`src/verilog/pcn_defs.svh`:
```
/*
  constants of the change-notify and pin-lock block: register byte
  offsets, field positions, reset values and response codes.
  assumes an AXI4-Lite slave with 8 address bits and 32-bit data.
*/
`ifndef PCN_DEFS_SVH
`define PCN_DEFS_SVH

// ****************************************
// register byte offsets
// ****************************************
`define OFS_NOTIFY_CONTROL     8'h00
`define OFS_PIN_ENABLE         8'h04
`define OFS_EDGE_SELECT        8'h08
`define OFS_MISMATCH_STATUS    8'h0c
`define OFS_EVENT_FLAG         8'h10
`define OFS_PORT_INPUT_VALUE   8'h14
`define OFS_PIN_DIRECTION      8'h18
`define OFS_PIN_SELECT_CONTROL 8'h1c
`define OFS_UNLOCK_KEY         8'h20
`define OFS_INPUT_MAP_SELECT   8'h24
`define OFS_OUTPUT_MAP_SELECT  8'h28
`define OFS_INT_STATUS         8'h2c
`define OFS_INT_CLEAR          8'h30
`define OFS_INT_ENABLE         8'h34

// ****************************************
// fields, keys, reset values
// ****************************************
`define BIT_NOTIFY_ON          15
`define BIT_DETECT_STYLE       11
`define BIT_MAP_WRITE_LOCK     11
`define UNLOCK_KEY_FIRST       8'h55
`define UNLOCK_KEY_SECOND      8'haa
`define RST_DIRECTION          16'hffff
`define RST_INPUT_MAP          32'hffffffff
`define RST_OUTPUT_MAP         32'h00000000
`define PIN_COUNT_SEL          8'h10
`define PERIPH_OUT_COUNT       8'h08
`define RESP_OKAY              2'b00
`define RESP_DECERR            2'b11

`endif

```
`src/verilog/pcn_pkg.sv`:
```
/*
  types of the change-notify and pin-lock block.
  assumes pcn_defs.svh for all numeric constants.
*/
package pcn_pkg;

  typedef enum logic [1:0] {key_idle, key_half, key_armed} key_state_type;

  typedef struct packed {
    logic          awready;
    logic          wready;
    logic          bvalid;
    logic [1:0]    bresp;
    logic          arready;
    logic          rvalid;
    logic [1:0]    rresp;
    logic [31:0]   rdata;
    logic          aw_full;
    logic [7:0]    awaddr;
    logic          w_full;
    logic [31:0]   wdata;
    logic [3:0]    wstrb;
    logic [15:0]   sync1;
    logic [15:0]   sync2;
    logic [15:0]   prev;
    logic [15:0]   last_read;
    logic          notify_on;
    logic          detect_style;
    logic [15:0]   cn_pin_enable;
    logic [15:0]   cn_edge_select;
    logic [15:0]   mismatch_status;
    logic [15:0]   cn_event_flag;
    logic [15:0]   pin_direction;
    logic          map_write_lock;
    key_state_type key_state;
    logic [31:0]   input_map_select;
    logic [31:0]   output_map_select;
    logic          int_status;
    logic          int_enable;
    logic          irq;
    logic          cn_request;
    logic [3:0]    periph_in;
    logic [3:0]    remap_pin_out;
    logic [3:0]    remap_pin_oe;
  } state_type;

endpackage : pcn_pkg

```
`src/verilog/port_change_notify_pin_lock.sv`:
```
/*
  one 16-pin port: change notification (mismatch or edge style, sticky
  flags, request level) and the keyed write lock over four input and
  four output pin mapping fields, all behind an AXI4-Lite slave.
  assumes pins are asynchronous; peripheral and gpio signals, analog
  selects and the bus are on aclk.
  limitation: change detection needs aclk running; there is no clockless wake path.
*/
`timescale 1ns/100ps
`include "pcn_defs.svh"

// Behaviour
// - no notification events unless the port notify on bit 15 is set
// - mismatch style: enabled pin flags any change from its last read value
// - edge style: edge select and enable pair pick none, rise, fall or both
// - per-pin enable and edge select bits, 16 bits each, reset to zero
// - per-pin mismatch status shows change since port was last read
// - edge style sets a sticky per-pin flag on each selected edge
// - event flag stays set until software writes that bit to zero
// - notification requests only come from pins set as inputs
// - detection keeps running without any bus activity or software help
// - remappable peripheral reaches a pin only once mapped to it
// - a mapped peripheral overrides other digital functions on its pin
// - analog function on a pin overrides any mapped peripheral output
// - locked mapping writes answer okay but leave contents unchanged
// - lock is bit 11 of pin select control; one blocks mapping writes
// - lock changes only after keys 0x55 then 0xaa, in one next write
// - lock keeps its value until the next keyed change
// - after reset lock clear, input maps all ones, output maps zero
// - mismatch bits feed events in mismatch style, flags in edge style
module port_change_notify_pin_lock (
  input  wire logic        aclk,
  input  wire logic        aresetn,
  input  wire logic [7:0]  awaddr,
  input  wire logic [2:0]  awprot,
  input  wire logic        awvalid,
  output logic             awready,
  input  wire logic [31:0] wdata,
  input  wire logic [3:0]  wstrb,
  input  wire logic        wvalid,
  output logic             wready,
  output logic [1:0]       bresp,
  output logic             bvalid,
  input  wire logic        bready,
  input  wire logic [7:0]  araddr,
  input  wire logic [2:0]  arprot,
  input  wire logic        arvalid,
  output logic             arready,
  output logic [31:0]      rdata,
  output logic [1:0]       rresp,
  output logic             rvalid,
  input  wire logic        rready,
  input  wire logic [15:0] pin_in,
  input  wire logic [7:0]  periph_out,
  input  wire logic [3:0]  gpio_out,
  input  wire logic [3:0]  gpio_oe,
  input  wire logic [3:0]  analog_sel,
  output logic [3:0]       periph_in,
  output logic [3:0]       remap_pin_out,
  output logic [3:0]       remap_pin_oe,
  output logic             cn_request,
  output logic             irq
);

  pcn_pkg::state_type state_reg;
  pcn_pkg::state_type state_next;
  pcn_pkg::state_type reset_value;

  // combinational helpers; none of them holds state
  logic [15:0] rise;
  logic [15:0] fall;
  logic [15:0] edge_event;
  logic [15:0] event_source;
  logic [31:0] wmask;
  logic [31:0] wval;
  logic [31:0] cur;
  logic        cur_ok;
  logic [31:0] rd;
  logic        rd_ok;
  logic        do_write;
  logic        do_read;
  logic [3:0]  map_out_next;
  logic [3:0]  map_oe_next;
  logic [3:0]  map_in_next;

  // ****************************************
  // register read mux
  // ****************************************
  // write-only registers read zero; unknown offsets answer with a decode error
  function automatic logic [32:0] read_reg(input pcn_pkg::state_type s, input logic [7:0] addr);
    logic [32:0] r;
    r = {1'b1, 32'h00000000};
    unique case (addr)
      `OFS_NOTIFY_CONTROL: begin
        r[`BIT_NOTIFY_ON]    = s.notify_on;
        r[`BIT_DETECT_STYLE] = s.detect_style;
      end
      `OFS_PIN_ENABLE:         r[15:0] = s.cn_pin_enable;
      `OFS_EDGE_SELECT:        r[15:0] = s.cn_edge_select;
      `OFS_MISMATCH_STATUS:    r[15:0] = s.mismatch_status;
      `OFS_EVENT_FLAG:         r[15:0] = s.cn_event_flag;
      `OFS_PORT_INPUT_VALUE:   r[15:0] = s.sync2;
      `OFS_PIN_DIRECTION:      r[15:0] = s.pin_direction;
      `OFS_PIN_SELECT_CONTROL: r[`BIT_MAP_WRITE_LOCK] = s.map_write_lock;
      `OFS_UNLOCK_KEY:         r = {1'b1, 32'h00000000};
      `OFS_INPUT_MAP_SELECT:   r[31:0] = s.input_map_select;
      `OFS_OUTPUT_MAP_SELECT:  r[31:0] = s.output_map_select;
      `OFS_INT_STATUS:         r[0] = s.int_status;
      `OFS_INT_CLEAR:          r = {1'b1, 32'h00000000};
      `OFS_INT_ENABLE:         r[0] = s.int_enable;
      default:                 r = {1'b0, 32'h00000000};
    endcase
    return r;
  endfunction : read_reg

  // ****************************************
  // reset image
  // ****************************************
  always_comb begin
    // bus slots start open so the first request is taken at once
    reset_value                   = '0;
    reset_value.awready           = 1'b1;
    reset_value.wready            = 1'b1;
    reset_value.arready           = 1'b1;
    reset_value.key_state         = pcn_pkg::key_idle;
    reset_value.pin_direction     = `RST_DIRECTION;
    reset_value.input_map_select  = `RST_INPUT_MAP;
    reset_value.output_map_select = `RST_OUTPUT_MAP;
  end

  // ****************************************
  // next state
  // ****************************************
  always_comb begin
    state_next = state_reg;

    // ****************************************
    // pin synchronisers and edge finders
    // ****************************************
    // pins pass two flops; sync1 feeds only sync2
    state_next.sync1 = pin_in;
    state_next.sync2 = state_reg.sync1;
    state_next.prev  = state_reg.sync2;
    rise = state_reg.sync2 & ~state_reg.prev;
    fall = ~state_reg.sync2 & state_reg.prev;

    // ****************************************
    // bus write
    // ****************************************
    // write channel capture, either order
    // each channel holds one item; the slot stays shut until the answer is taken
    if (awvalid && state_reg.awready) begin
      state_next.aw_full = 1'b1;
      state_next.awaddr  = awaddr;
    end
    if (wvalid && state_reg.wready) begin
      state_next.w_full = 1'b1;
      state_next.wdata  = wdata;
      state_next.wstrb  = wstrb;
    end
    if (bready && state_reg.bvalid) begin
      state_next.bvalid = 1'b0;
    end

    // unstrobed lanes keep the current value, so flag writes can skip lanes
    for (int b = 0; b < 4; b++) begin
      wmask[8*b +: 8] = {8{state_reg.wstrb[b]}};
    end
    {cur_ok, cur} = read_reg(state_reg, state_reg.awaddr);
    wval     = (cur & ~wmask) | (state_reg.wdata & wmask);
    do_write = state_reg.aw_full && state_reg.w_full && !state_reg.bvalid;

    if (do_write) begin
      state_next.aw_full = 1'b0;
      state_next.w_full  = 1'b0;
      state_next.bvalid  = 1'b1;
      state_next.bresp   = cur_ok ? `RESP_OKAY : `RESP_DECERR;
      // a key stage survives only into the very next write
      state_next.key_state = pcn_pkg::key_idle;
      unique case (state_reg.awaddr)
        `OFS_NOTIFY_CONTROL: begin
          state_next.notify_on    = wval[`BIT_NOTIFY_ON];
          state_next.detect_style = wval[`BIT_DETECT_STYLE];
        end
        `OFS_PIN_ENABLE:    state_next.cn_pin_enable  = wval[15:0];
        `OFS_EDGE_SELECT:   state_next.cn_edge_select = wval[15:0];
        `OFS_EVENT_FLAG:    state_next.cn_event_flag  = state_reg.cn_event_flag & wval[15:0];
        `OFS_PIN_DIRECTION: state_next.pin_direction  = wval[15:0];
        `OFS_PIN_SELECT_CONTROL: begin
          if (state_reg.key_state == pcn_pkg::key_armed) begin
            state_next.map_write_lock = wval[`BIT_MAP_WRITE_LOCK];
          end
        end
        // a first key again restarts the sequence instead of cancelling it
        // key sequence
        `OFS_UNLOCK_KEY: begin
          if (wval[7:0] == `UNLOCK_KEY_FIRST) begin
            state_next.key_state = pcn_pkg::key_half;
          end else if (wval[7:0] == `UNLOCK_KEY_SECOND && state_reg.key_state == pcn_pkg::key_half) begin
            state_next.key_state = pcn_pkg::key_armed;
          end
        end
        `OFS_INPUT_MAP_SELECT: begin
          if (!state_reg.map_write_lock) begin
            state_next.input_map_select = wval;
          end
        end
        `OFS_OUTPUT_MAP_SELECT: begin
          if (!state_reg.map_write_lock) begin
            state_next.output_map_select = wval;
          end
        end
        `OFS_INT_CLEAR:  state_next.int_status = state_reg.int_status & ~wval[0];
        `OFS_INT_ENABLE: state_next.int_enable = wval[0];
        default: begin
        end
      endcase
    end
    state_next.awready = !state_next.aw_full && !state_next.bvalid;
    state_next.wready  = !state_next.w_full && !state_next.bvalid;

    // ****************************************
    // bus read
    // ****************************************
    // read channel
    // arready stays low until the answer is taken: one read in flight
    {rd_ok, rd} = read_reg(state_reg, araddr);
    do_read     = arvalid && state_reg.arready;
    if (rready && state_reg.rvalid) begin
      state_next.rvalid  = 1'b0;
      state_next.arready = 1'b1;
    end
    if (do_read) begin
      state_next.arready = 1'b0;
      state_next.rvalid  = 1'b1;
      state_next.rdata   = rd;
      state_next.rresp   = rd_ok ? `RESP_OKAY : `RESP_DECERR;
      if (araddr == `OFS_PORT_INPUT_VALUE) begin
        state_next.last_read       = state_reg.sync2;
        state_next.mismatch_status = 16'h0000;
      end
    end

    // ****************************************
    // change detection
    // ****************************************
    // hardware sets come after software clears so a set always wins
    // with notify off nothing is set; flags already set stay for software
    // free running detect
    if (state_reg.notify_on && !state_reg.detect_style) begin
      state_next.mismatch_status = state_next.mismatch_status
                                 | ((state_reg.sync2 ^ state_next.last_read) & state_reg.cn_pin_enable);
    end
    edge_event = (rise & state_reg.cn_pin_enable & ~state_reg.cn_edge_select)
               | (fall & ~state_reg.cn_pin_enable & state_reg.cn_edge_select)
               | ((rise | fall) & state_reg.cn_pin_enable & state_reg.cn_edge_select);
    if (state_reg.notify_on && state_reg.detect_style) begin
      state_next.cn_event_flag = state_next.cn_event_flag | edge_event;
    end

    // ****************************************
    // request and interrupt
    // ****************************************
    // output pins still flag; only the request is held back for them
    // style picks source
    event_source = state_reg.detect_style
                 ? state_next.cn_event_flag & (state_reg.cn_pin_enable | state_reg.cn_edge_select)
                 : state_next.mismatch_status & state_reg.cn_pin_enable;
    state_next.cn_request = state_reg.notify_on && (|(event_source & state_reg.pin_direction));
    // only a rising request sets status, so a clear while it stands sticks
    if (state_next.cn_request && !state_reg.cn_request) begin
      state_next.int_status = 1'b1;
    end
    state_next.irq = state_next.int_status && state_next.int_enable;

    // mapped pins are worked out per slice below and registered here
    state_next.remap_pin_out = map_out_next;
    state_next.remap_pin_oe  = map_oe_next;
    state_next.periph_in     = map_in_next;
  end

  // ****************************************
  // pin mapping, one slice per remappable pin
  // ****************************************
  for (genvar i = 0; i < 4; i++) begin : g_map
    logic [7:0] out_sel;
    logic [7:0] in_sel;
    logic       out_mapped;
    assign out_sel    = state_reg.output_map_select[8*i +: 8];
    assign in_sel     = state_reg.input_map_select[8*i +: 8];
    // the null code and codes past the last peripheral leave the pin to gpio
    assign out_mapped = (out_sel != 8'h00) && (out_sel < `PERIPH_OUT_COUNT);
    assign map_out_next[i] = analog_sel[i] ? 1'b0 : (out_mapped ? periph_out[out_sel[2:0]] : gpio_out[i]);
    assign map_oe_next[i]  = analog_sel[i] ? 1'b0 : (out_mapped || gpio_oe[i]);
    // out of range selections, the reset value among them, read low
    assign map_in_next[i]  = (in_sel < `PIN_COUNT_SEL) ? state_reg.sync2[in_sel[3:0]] : 1'b0;
  end

  // ****************************************
  // state register
  // ****************************************
  always_ff @(posedge aclk) begin
    // reset reloads the synchronisers too, so a pin high after reset reads as a rise
    if (!aresetn) begin
      state_reg <= reset_value;
    end else begin
      state_reg <= state_next;
    end
  end

  assign awready       = state_reg.awready;
  assign wready        = state_reg.wready;
  assign bvalid        = state_reg.bvalid;
  assign bresp         = state_reg.bresp;
  assign arready       = state_reg.arready;
  assign rvalid        = state_reg.rvalid;
  assign rdata         = state_reg.rdata;
  assign rresp         = state_reg.rresp;
  assign periph_in     = state_reg.periph_in;
  assign remap_pin_out = state_reg.remap_pin_out;
  assign remap_pin_oe  = state_reg.remap_pin_oe;
  assign cn_request    = state_reg.cn_request;
  assign irq           = state_reg.irq;

endmodule : port_change_notify_pin_lock

```
`config.mk`:
```
export PLATFORM = sky130hd
export DESIGN_NAME = port_change_notify_pin_lock
export DESIGN_NICKNAME = d
export VERILOG_FILES = /design/src/verilog/pcn_pkg.sv /design/src/verilog/port_change_notify_pin_lock.sv
export VERILOG_INCLUDE_DIRS = /design/src /design/src/verilog
export SDC_FILE = /design/constraint.sdc
export NUM_CORES = 1
export LEC_CHECK = 0
export BUFFER_PORTS_ARGS = -buffer_cell sky130_fd_sc_hd__buf_2
export CORE_MARGIN = 2
export CORE_UTILIZATION = 49
export DETAILED_ROUTE_END_ITERATION = 8
export PLACE_DENSITY = 0.68
export SYNTH_ARGS = -nofsm -noshare
export SYNTH_HDL_FRONTEND = slang
export SYNTH_SLANG_ARGS = --single-unit
```
`constraint.sdc`:
```
create_clock -name aclk -period 3.1 [get_ports aclk]
set_input_delay 0.155 -clock aclk [delete_from_list [all_inputs] [get_ports aclk]]
set_output_delay 0.155 -clock aclk [all_outputs]
set_load 0.01 [all_outputs]
```
==> flow_summary.yaml, run 1 <==
sta:
  skew_ns: 0.0253
  report.final.hold_viol_count: 0
  fin_crit_sh: 0.970
  max_freq_mhz: 332
  relSlewSlack: 0.195
  tightest_slew_ns: 1.20
  tns_ns: 0
  rsz0062_at_grt: "no"
  setup_viol: 0
  period_minus_slack_ns: 3.01
  slew_violations: 0
drt:
  detail-route-antenna-nets: 0
  postRouteWirelength_microns: 68400
  drc: 0
  vias: 16800
  vias_per_cell: 6.24
  wl_per_cell_microns: 25.3
  initialDrtViolationCount: 2267
  first_pass_iters: 7
cts:
  cts_inserted_buffers: 36
  clockBufferDepth: 3
  clkTransAtPathRegs_ns: 0.07
  htree_levels: 2
  cts_sinks: 314
  cts_tree: "done"
  clk_latency_ns: 0.55
  cts-root-buf: "clkbuf_16"
worst_hold_path:
  hold_class: "in -> reg"
  min_path_cells: 5
power_and_ir_drop:
  leakagePower_nw: 8.08
  power.density_mw_per_mm2: 483
  peakVddDrop_v: 0.000432
setup_path:
  cp.arrival_ns: 3.46
  worstSetupEndpointType: "flop"
  reg2reg_depth: 11
  critPathLaunchType: "flop"
  crit_fanout: 8
  path_class: "reg -> reg"
  cp_data_required_time_ns: 3.55
global_routing:
  overflow: 0
  grt_max_degree: 85
  antenna_found_initial: 0
  grt_first_pass_wirelength_microns: 101000
  grt_use_total: 0.380
  grt_pass1_vias: 15900
synthesis:
  syn_avg_cell_area_sq_um: 8.23
  yosys_register_bits: 314
  synth_top_area_share: 0.381
  synth_area_sq_mm: 0.0165
  synth-async-reset-ratio: 0
  ys.flop_type: "dfxtp_1"
  synth-warning-count: 0
  ys_seq_area_frac: 0.381
  synthCells: 2004
  syn-num-nets: 2137
  synth_edf_count: 0
  netlist_top_cells_area: "dfxtp_1 38%, nand2_1 7.9%, mux4_2 4.0%"
  synth_area_leader_cell: "dfxtp_1"
  netlist-cell-type-count: 93
cells_and_area:
  drive_gt1_frac: 0.201
  largest_reg_flops: 165
  finalNetCount: 2364
  syn2layout_area_growth_pct: 22.6
  n_antenna_cell: 0
  fillers: 3016
  fin_util: 0.606
floorplan:
  num_io_pins: 156
  rows: 67
  start_util: 0.494
  die_x_microns: 187
  dieArea_sq_mm: 0.0352
  die_h_microns: 187
  core_sq_mm: 0.0334
outcome:
  status: "finished, final reports clean"
job:
  maxCapViolCount: 0
placement:
  hpwl_microns: 49300
  port_buffers: 149
  place_congestion: 1.06
-- cells by family (layout without fill, tap and decap cells) --
kind of cell,count (synthesis),in the layout,share of synthesized area
AOI/OAI and AO/OA,487,487,0.206
buffers and inverters,259,509,0.0734
DFF,314,314,0.381
xor gates and xnor gates,18,18,0.00956
adders and majority gates,32,32,0.0243
muxes,83,83,0.0726
and+or+nand+nor,811,811,0.233
-- layout by cell type (no fill, tap or decap), types with 44 or more instances in the layout --
| cell | n |
|---|---|
| a22oi_1 | 53 |
| dfxtp_1 | 313 |
| mux2i_1 | 51 |
| o211ai_1 | 44 |
| buf_4 | 169 |
| buf_2 | 148 |
| o21ai_0 | 48 |
| dlygate4sd3_1 | 75 |
| nand3_1 | 65 |
| nor3_1 | 47 |
| nor2_1 | 169 |
| inv_1 | 46 |
| nand2_1 | 348 |
| a21oi_1 | 130 |
-- per-stage QoR --
stage          total power [mW]  cells  cell area [sq um]  worst slack [ns]  hold WS (ns)
6_report                   9.77   2702              20200            0.0924        0.0658
3_3_place_gp               5.30   2559              18200             0.163         0.334
5_1_grt                    10.0   2702              20200            0.0180         0.153
2_1_floorplan              4.87   2004              16500             0.404         0.231
3_5_place_dp               5.32   2559              18200            0.0933         0.339
4_1_cts                    9.74   2695              20100            0.0532        0.0612
-- worst max-delay path, stage by stage, from the launching register on --
cell and delay, ns:
dfxtp_1 0.36, buf_6 0.15, buf_4 0.15, or3b_1 0.43, nor4_1 0.59, buf_4 0.21
a211o_1 0.10, a221oi_2 0.07, a211o_1 0.33, nand4_1 0.22, nor4_4 0.08, nor3b_1 0.23
-- Yosys cell counts (5+ instances only) --
cell,n
a222oi_1,16
or3_1,5
and3_1,7
o31ai_1,5
o22ai_1,10
buf_4,49
nor3_1,51
mux4_2,29
xnor2_1,6
clkbuf_1,131
a22o_1,7
nor2b_1,17
dfxtp_1,314
a22oi_1,54
buf_2,20
nand2b_1,9
nor2_1,170
buf_1,8
nand2_1,348
nor3b_1,8
nand4_1,9
a211oi_1,25
ha_1,32
or2_2,5
a221oi_1,32
a31oi_1,23
o211ai_1,44
o21ai_1,6
and2_1,41
o211a_1,16
a21boi_0,10
or4_1,9
o21a_1,10
nand3b_1,18
a21oi_1,130
nor4_1,12
or4b_1,5
inv_1,46
mux2i_1,51
nand3_1,65
o21ai_0,50
xor2_1,12
-- final cells by class --
class / count / area [sq um] / share of cell area
Multi-Input combinational cell: 1431 / 9060 / 0.448
Clock inverter: 14 / 188 / 0.00928
Clock buffer: 47 / 1020 / 0.0505
Sequential cell: 314 / 6290 / 0.311
Timing Repair Buffer: 401 / 2930 / 0.145
Tap cell: 448 / 561 / 0.0277
Inverter: 47 / 179 / 0.00885
-- report_power, final --
part	internal, mW	total, mW	switching (mW)
Sequential	4.14	4.24	0.0978
Clock	2.65	4.42	1.77
Combinational	0.455	1.11	0.660
-- repair_timing --
item | 4_1_cts | 5_1_grt
setup endpoints to repair | 0 | 2
hold endpoints to repair | 82 | 0
hold buffers | 75 | 0
gates resized for setup | 0 | 8
buffers inserted | 0 | 7
-- metal layers --
metal | global-route usage | wire (microns)
met5 | 0 | 0
met4 | 0.164 | 3280
met3 | 0.109 | 8210
met2 | 0.570 | 28900
met1 | 0.510 | 28100
-- worst paths after layout --
kind / start / to / slack (ns)
worst max register to register: state_reg[270] / irq / 0.09
worst max-delay path: state_reg[270] / irq / 0.09
worst min-delay path: araddr[6] / rresp[0] / 0.07
worst min register to register: state_next[212] / state_next[196] / 0.43
No activity file was read; power rests on OpenSTA's default activity.
==> run 2, diff against run 1 <==
--- a/config.mk
+++ b/config.mk
@@ -9,6 +9,7 @@
 export BUFFER_PORTS_ARGS = -buffer_cell sky130_fd_sc_hd__buf_2
 export CORE_MARGIN = 2
 export CORE_UTILIZATION = 49
+export CTS_BUF_LIST = sky130_fd_sc_hd__clkbuf_16
 export DETAILED_ROUTE_END_ITERATION = 8
 export PLACE_DENSITY = 0.68
 export SYNTH_ARGS = -nofsm -noshare
==> run 2 against run 1 <==
Global-route usage rose by 0.10 points. Largest cell class unchanged. Highest routed layer unchanged. Final area fell by 0.43%. Register-to-register slack barely moved.
==> flow_summary.yaml, run 2 (synthesis gave the netlist of run 1 again) <==
job:
  maxCapViolCount: 0
setup_path:
  critPathLaunchType: "flop"
  crit_fanout: 8
  critPathLaunch: "state_reg[270]"
  cp_data_required_time_ns: 3.55
  timing.rr.start: "state_reg[270]"
  crit_path_top_delay_cell: "nor4_1"
  cp.arrival_ns: 3.47
  max_stage_delay_ns: 0.58
  worstSetupEndpointType: "flop"
  path_class: "reg -> reg"
  path_cells: "buf_6 -> buf_4 -> or3b_1 -> nor4_1 -> buf_4 -> a211o_1 -> a221oi_2 -> a211o_1 -> nand4_1 -> nor4_4 -> nor3b_1"
sta:
  report.final.hold_viol_count: 0
  rsz0062_at_grt: "no"
  skew_ns: 0.0267
  fin_crit_sh: 0.975
  fin_hold_ws_ns: 0.0701
  period_minus_slack_ns: 3.02
  max_freq_mhz: 331
  setup_viol: 0
  slew_violations: 0
  relSlewSlack: 0.186
  tightest_slew_ns: 1.22
  tns_ns: 0
cells_and_area:
  n_antenna_cell: 0
  fillers: 3029
  drive_gt1_frac: 0.198
  finalNetCount: 2363
  register_area_sq_mm: 0.00629
  syn2layout_area_growth_pct: 22.1
  fin_util: 0.604
  design_area_sq_mm: 0.0201
  layout_common_cells: "348 x nand2_1, 313 x dfxtp_1, 169 x nor2_1, 168 x buf_4, 148 x buf_2"
  multi_input_area_sq_mm: 0.00906
  largest_reg_flops: 165
  final_cells: 2701
  final_common_cell: "nand2_1"
global_routing:
  grt_pass1_vias: 15900
  antenna_found_initial: 0
  grt_first_pass_wirelength_microns: 101000
  grt_max_degree: 85
  grt_use_total: 0.381
  overflow: 0
worst_hold_path:
  hold_class: "in -> reg"
  hold_start: "araddr[6]"
floorplan:
  core_sq_mm: 0.0334
  num_io_pins: 156
  die_h_microns: 187
  rows: 67
  die_x_microns: 187
  start_util: 0.494
  dieArea_sq_mm: 0.0352
drt:
  postRouteWirelength_microns: 68600
  detail-route-antenna-nets: 0
  vias_per_cell: 6.25
  vias: 16900
  wl_per_cell_microns: 25.4
  initialDrtViolationCount: 2293
  first_pass_iters: 6
  drc: 0
cts:
  cts_sinks: 314
  htree_levels: 2
  clk_latency_ns: 0.54
  cts_inserted_buffers: 36
  clkTransAtPathRegs_ns: 0.07
  cts-root-buf: "clkbuf_16"
  cts_tree: "done"
  clockBufferDepth: 3
placement:
  hpwl_microns: 49300
  port_buffers: 149
  placed_cell_area_sq_mm: 0.0182
  place_congestion: 1.06
  dp_cells: 2559
power_and_ir_drop:
  p_switching_mw: 2.51
  pwr-share-clk: 0.440
  leakagePower_nw: 8.05
  peakVddDrop_v: 0.000422
  combPwrFrac: 0.117
  p_int_mw: 7.03
  netSwitchingFraction: 0.263
  power.density_mw_per_mm2: 474
  power_frac_seq: 0.444
outcome:
  status: "finished, final reports clean"
-- run 2: critical path, delay by kind of cell, from the launching register on --
family | cells | cell delay [ns]
AO/OA/AOI/OAI | 3 | 0.51
buffers and inverters | 3 | 0.51
flip-flops | 1 | 0.36
AND/OR/NAND/NOR | 5 | 1.56
-- run 2: power by group through the flow --
stage	logic (mW)	clock network, mW	registers (mW)
after floorplan	0.597	0	4.27
after global placement	0.983	0	4.31
after detailed placement	0.995	0	4.32
after CTS	1.07	4.22	4.23
after global routing	1.17	4.38	4.24
final	1.11	4.20	4.24
-- run 2: metal layers --
layer	global-route usage	wire, microns	vias to the layer above
met5	0	0	-
met4	0.157	3060	0
met3	0.108	7980	203
met2	0.575	29100	1077
met1	0.512	28400	8021
li1	-	-	7576
-- run 2: stage by stage --
stage,setup slack (ns),power [mW]
floorplan,0.404,4.87
global placement,0.163,5.30
detailed placement,0.0933,5.32
CTS,0.0520,9.52
global route,0.0168,9.79
finish,0.0786,9.54
-- run 2: what timing repair did --
| item | CTS | global route |
|---|---|---|
| setup endpoints to repair | 0 | 2 |
| hold buffers | 75 | 0 |
| endpoints found under the hold margin | 82 | 0 |
| resized for setup | 0 | 8 |
| setup buffers | 0 | 6 |
-- run 2: final timing paths --
check | end | slack (ns) | depth (start not counted)
max reg2reg | irq | 0.08 | 11
min | rresp[0] | 0.07 | 5
min reg2reg | state_next[196] | 0.43 | 1
max | irq | 0.08 | 11
-- run 2: area by class of cell --
type / instances / area share
multi-input cells: 1431 / 0.450
flip-flops and latches: 314 / 0.312
repair buffers: 400 / 0.145
clock buffers: 36 / 0.0447
well taps: 448 / 0.0278
clock inverters: 25 / 0.0114
inverters: 47 / 0.00889
==> run 3, diff against run 2 <==
--- a/config.mk
+++ b/config.mk
@@ -8,10 +8,10 @@
 export LEC_CHECK = 0
 export BUFFER_PORTS_ARGS = -buffer_cell sky130_fd_sc_hd__buf_2
 export CORE_MARGIN = 2
-export CORE_UTILIZATION = 49
+export CORE_UTILIZATION = 60
 export CTS_BUF_LIST = sky130_fd_sc_hd__clkbuf_16
 export DETAILED_ROUTE_END_ITERATION = 8
-export PLACE_DENSITY = 0.68
+export PLACE_DENSITY = 0.81
 export SYNTH_ARGS = -nofsm -noshare
 export SYNTH_HDL_FRONTEND = slang
 export SYNTH_SLANG_ARGS = --single-unit
==> run 3 against run 2 <==
Clock-buffer cell count increased by 1. Largest cell class unchanged. Die area decreased by 18%. Flip-flop and latch count unchanged. Total power decreased by 2.0%.
==> flow_summary.yaml, run 3 (synthesis gave the netlist of run 1 again) <==
drt:
  detail-route-antenna-nets: 0
  initialDrtViolationCount: 2669
  drc: 0
  postRouteWirelength_microns: 65900
  wl_per_cell_microns: 25.6
  vias_per_cell: 6.73
  vias: 17300
  first_pass_iters: 7
floorplan:
  num_io_pins: 156
  dieArea_sq_mm: 0.0288
  start_util: 0.612
  core_sq_mm: 0.0270
  die_x_microns: 170
  die_h_microns: 170
  rows: 60
setup_path:
  rr_endpoint: "irq"
  timing.rr.start: "state_reg[271]"
  crit_fanout: 6
  critPathLaunchType: "flop"
  reg2reg_depth: 8
  cp.arrival_ns: 3.34
  path_class: "reg -> reg"
  cp_data_required_time_ns: 3.51
  r2r_setup_slack_ns: 0.16
  worstSetupEndpointType: "flop"
sta:
  max_freq_mhz: 341
  fin_hold_ws_ns: 0.0286
  fin_crit_sh: 0.947
  skew_ns: 0.0193
  report.final.hold_viol_count: 0
  layout_setup_ws_ns: 0.165
  setup_viol: 0
  tns_ns: 0
  rsz0062_at_grt: "no"
  period_minus_slack_ns: 2.94
  slew_violations: 0
  relSlewSlack: 0.194
  tightest_slew_ns: 1.21
cells_and_area:
  layout_common_cells: "348 x nand2_1, 313 x dfxtp_1, 169 x nor2_1, 154 x buf_4, 148 x buf_2"
  n_antenna_cell: 0
  design_area_sq_mm: 0.0197
  largest_reg_flops: 165
  drive_gt1_frac: 0.186
  finalNetCount: 2339
  final_cells: 2572
  syn2layout_area_growth_pct: 19.3
  fillers: 2010
  final_common_cell: "nand2_1"
placement:
  place_congestion: 1.09
  dp_slack_ns: 0.207
  placed_cell_area_sq_mm: 0.0179
  dp_cells: 2437
  port_buffers: 149
  hpwl_microns: 47000
global_routing:
  antenna_found_initial: 1
  grt_pass1_vias: 16200
  grt_max_degree: 62
  overflow: 0
  grt_use_total: 0.452
  grt_first_pass_wirelength_microns: 98100
power_and_ir_drop:
  peakVddDrop_v: 0.000487
  power.density_mw_per_mm2: 475
  leakagePower_nw: 7.89
job:
  maxCapViolCount: 0
cts:
  post-cts-setup-buffers: 0
  cts-root-buf: "clkbuf_16"
  cts_tree: "done"
  cts_sinks: 314
  clkTransAtPathRegs_ns: 0.07
  clk_latency_ns: 0.53
  htree_levels: 2
  clockBufferDepth: 3
  cts_inserted_buffers: 34
outcome:
  status: "finished, final reports clean"
worst_hold_path:
  hold_end: "state_reg[91]"
  min_path_cells: 2
  hold_class: "in -> reg"
  hold_start: "aresetn"
run 3: changes by cell type in the layout (fill, tap and decap cells not counted), moves of 2 or more:
cell       previous run  this run
o21ai_1               8         6
bufinv_16             4         2
inv_1                49        52
clkinv_4              0         2
buf_4               168       154
buf_12                8         2
o21ai_0              48        50
clkinv_2              7         4
run 3: power by group:
group | internal (mW) | total [mW] | switching, mW
Combinational | 0.433 | 1.09 | 0.656
Sequential | 4.14 | 4.23 | 0.0925
Clock | 2.32 | 4.04 | 1.72
run 3: worst max-delay path by stage:
stage                          endpoint            from  cells after the start  slack, ns
after detailed placement            irq  state_reg[270]                      8       0.21
after global routing      state_reg[15]  state_reg[271]                     10       0.02
after CTS                           irq  state_reg[271]                      8       0.20
after floorplan           state_reg[15]  state_reg[273]                      9       0.40
final                               irq  state_reg[271]                      8       0.16
after global placement              irq  state_reg[271]                      8       0.22
run 3: final cells by class:
type | instances | area (sq um) | share of cell area
Multi-Input combinational cell | 1431 | 9030 | 0.459
Sequential cell | 314 | 6290 | 0.319
Timing Repair Buffer | 378 | 2680 | 0.136
Clock buffer | 37 | 926 | 0.0470
Tap cell | 341 | 427 | 0.0217
Inverter | 47 | 179 | 0.00909
Clock inverter | 24 | 163 | 0.00826
run 3: per-stage QoR:
stage	util	total power, mW
4_1_cts	0.730	9.29
3_3_place_gp	0.662	5.25
2_1_floorplan	-	4.87
6_report	0.730	9.35
5_1_grt	0.730	9.55
3_5_place_dp	0.662	5.28
run 3: worst max-delay path: stages, from the launching register on:
cell and delay, ns:
dfxtp_1 0.38, or4b_1 0.67, buf_4 0.24, nor2_8 0.13, nand2_2 0.07, o311a_1 0.40, or4_4 0.55, nor4_4 0.30
nor3b_1 0.08
run 3: repair_timing:
item,4_1_cts,5_1_grt
setup endpoints to repair,0,2
hold buffers,74,0
endpoints found under the hold margin,71,0
resized for setup,0,2
run 3: per-layer routing:
metal  routed length (microns)  part of all wire  global-route usage
met2                     27900              0.42               0.687
met4                      3870             0.059               0.216
met3                      9020              0.14               0.119
met5                         0                 0                   0
met1                     25100              0.38               0.600
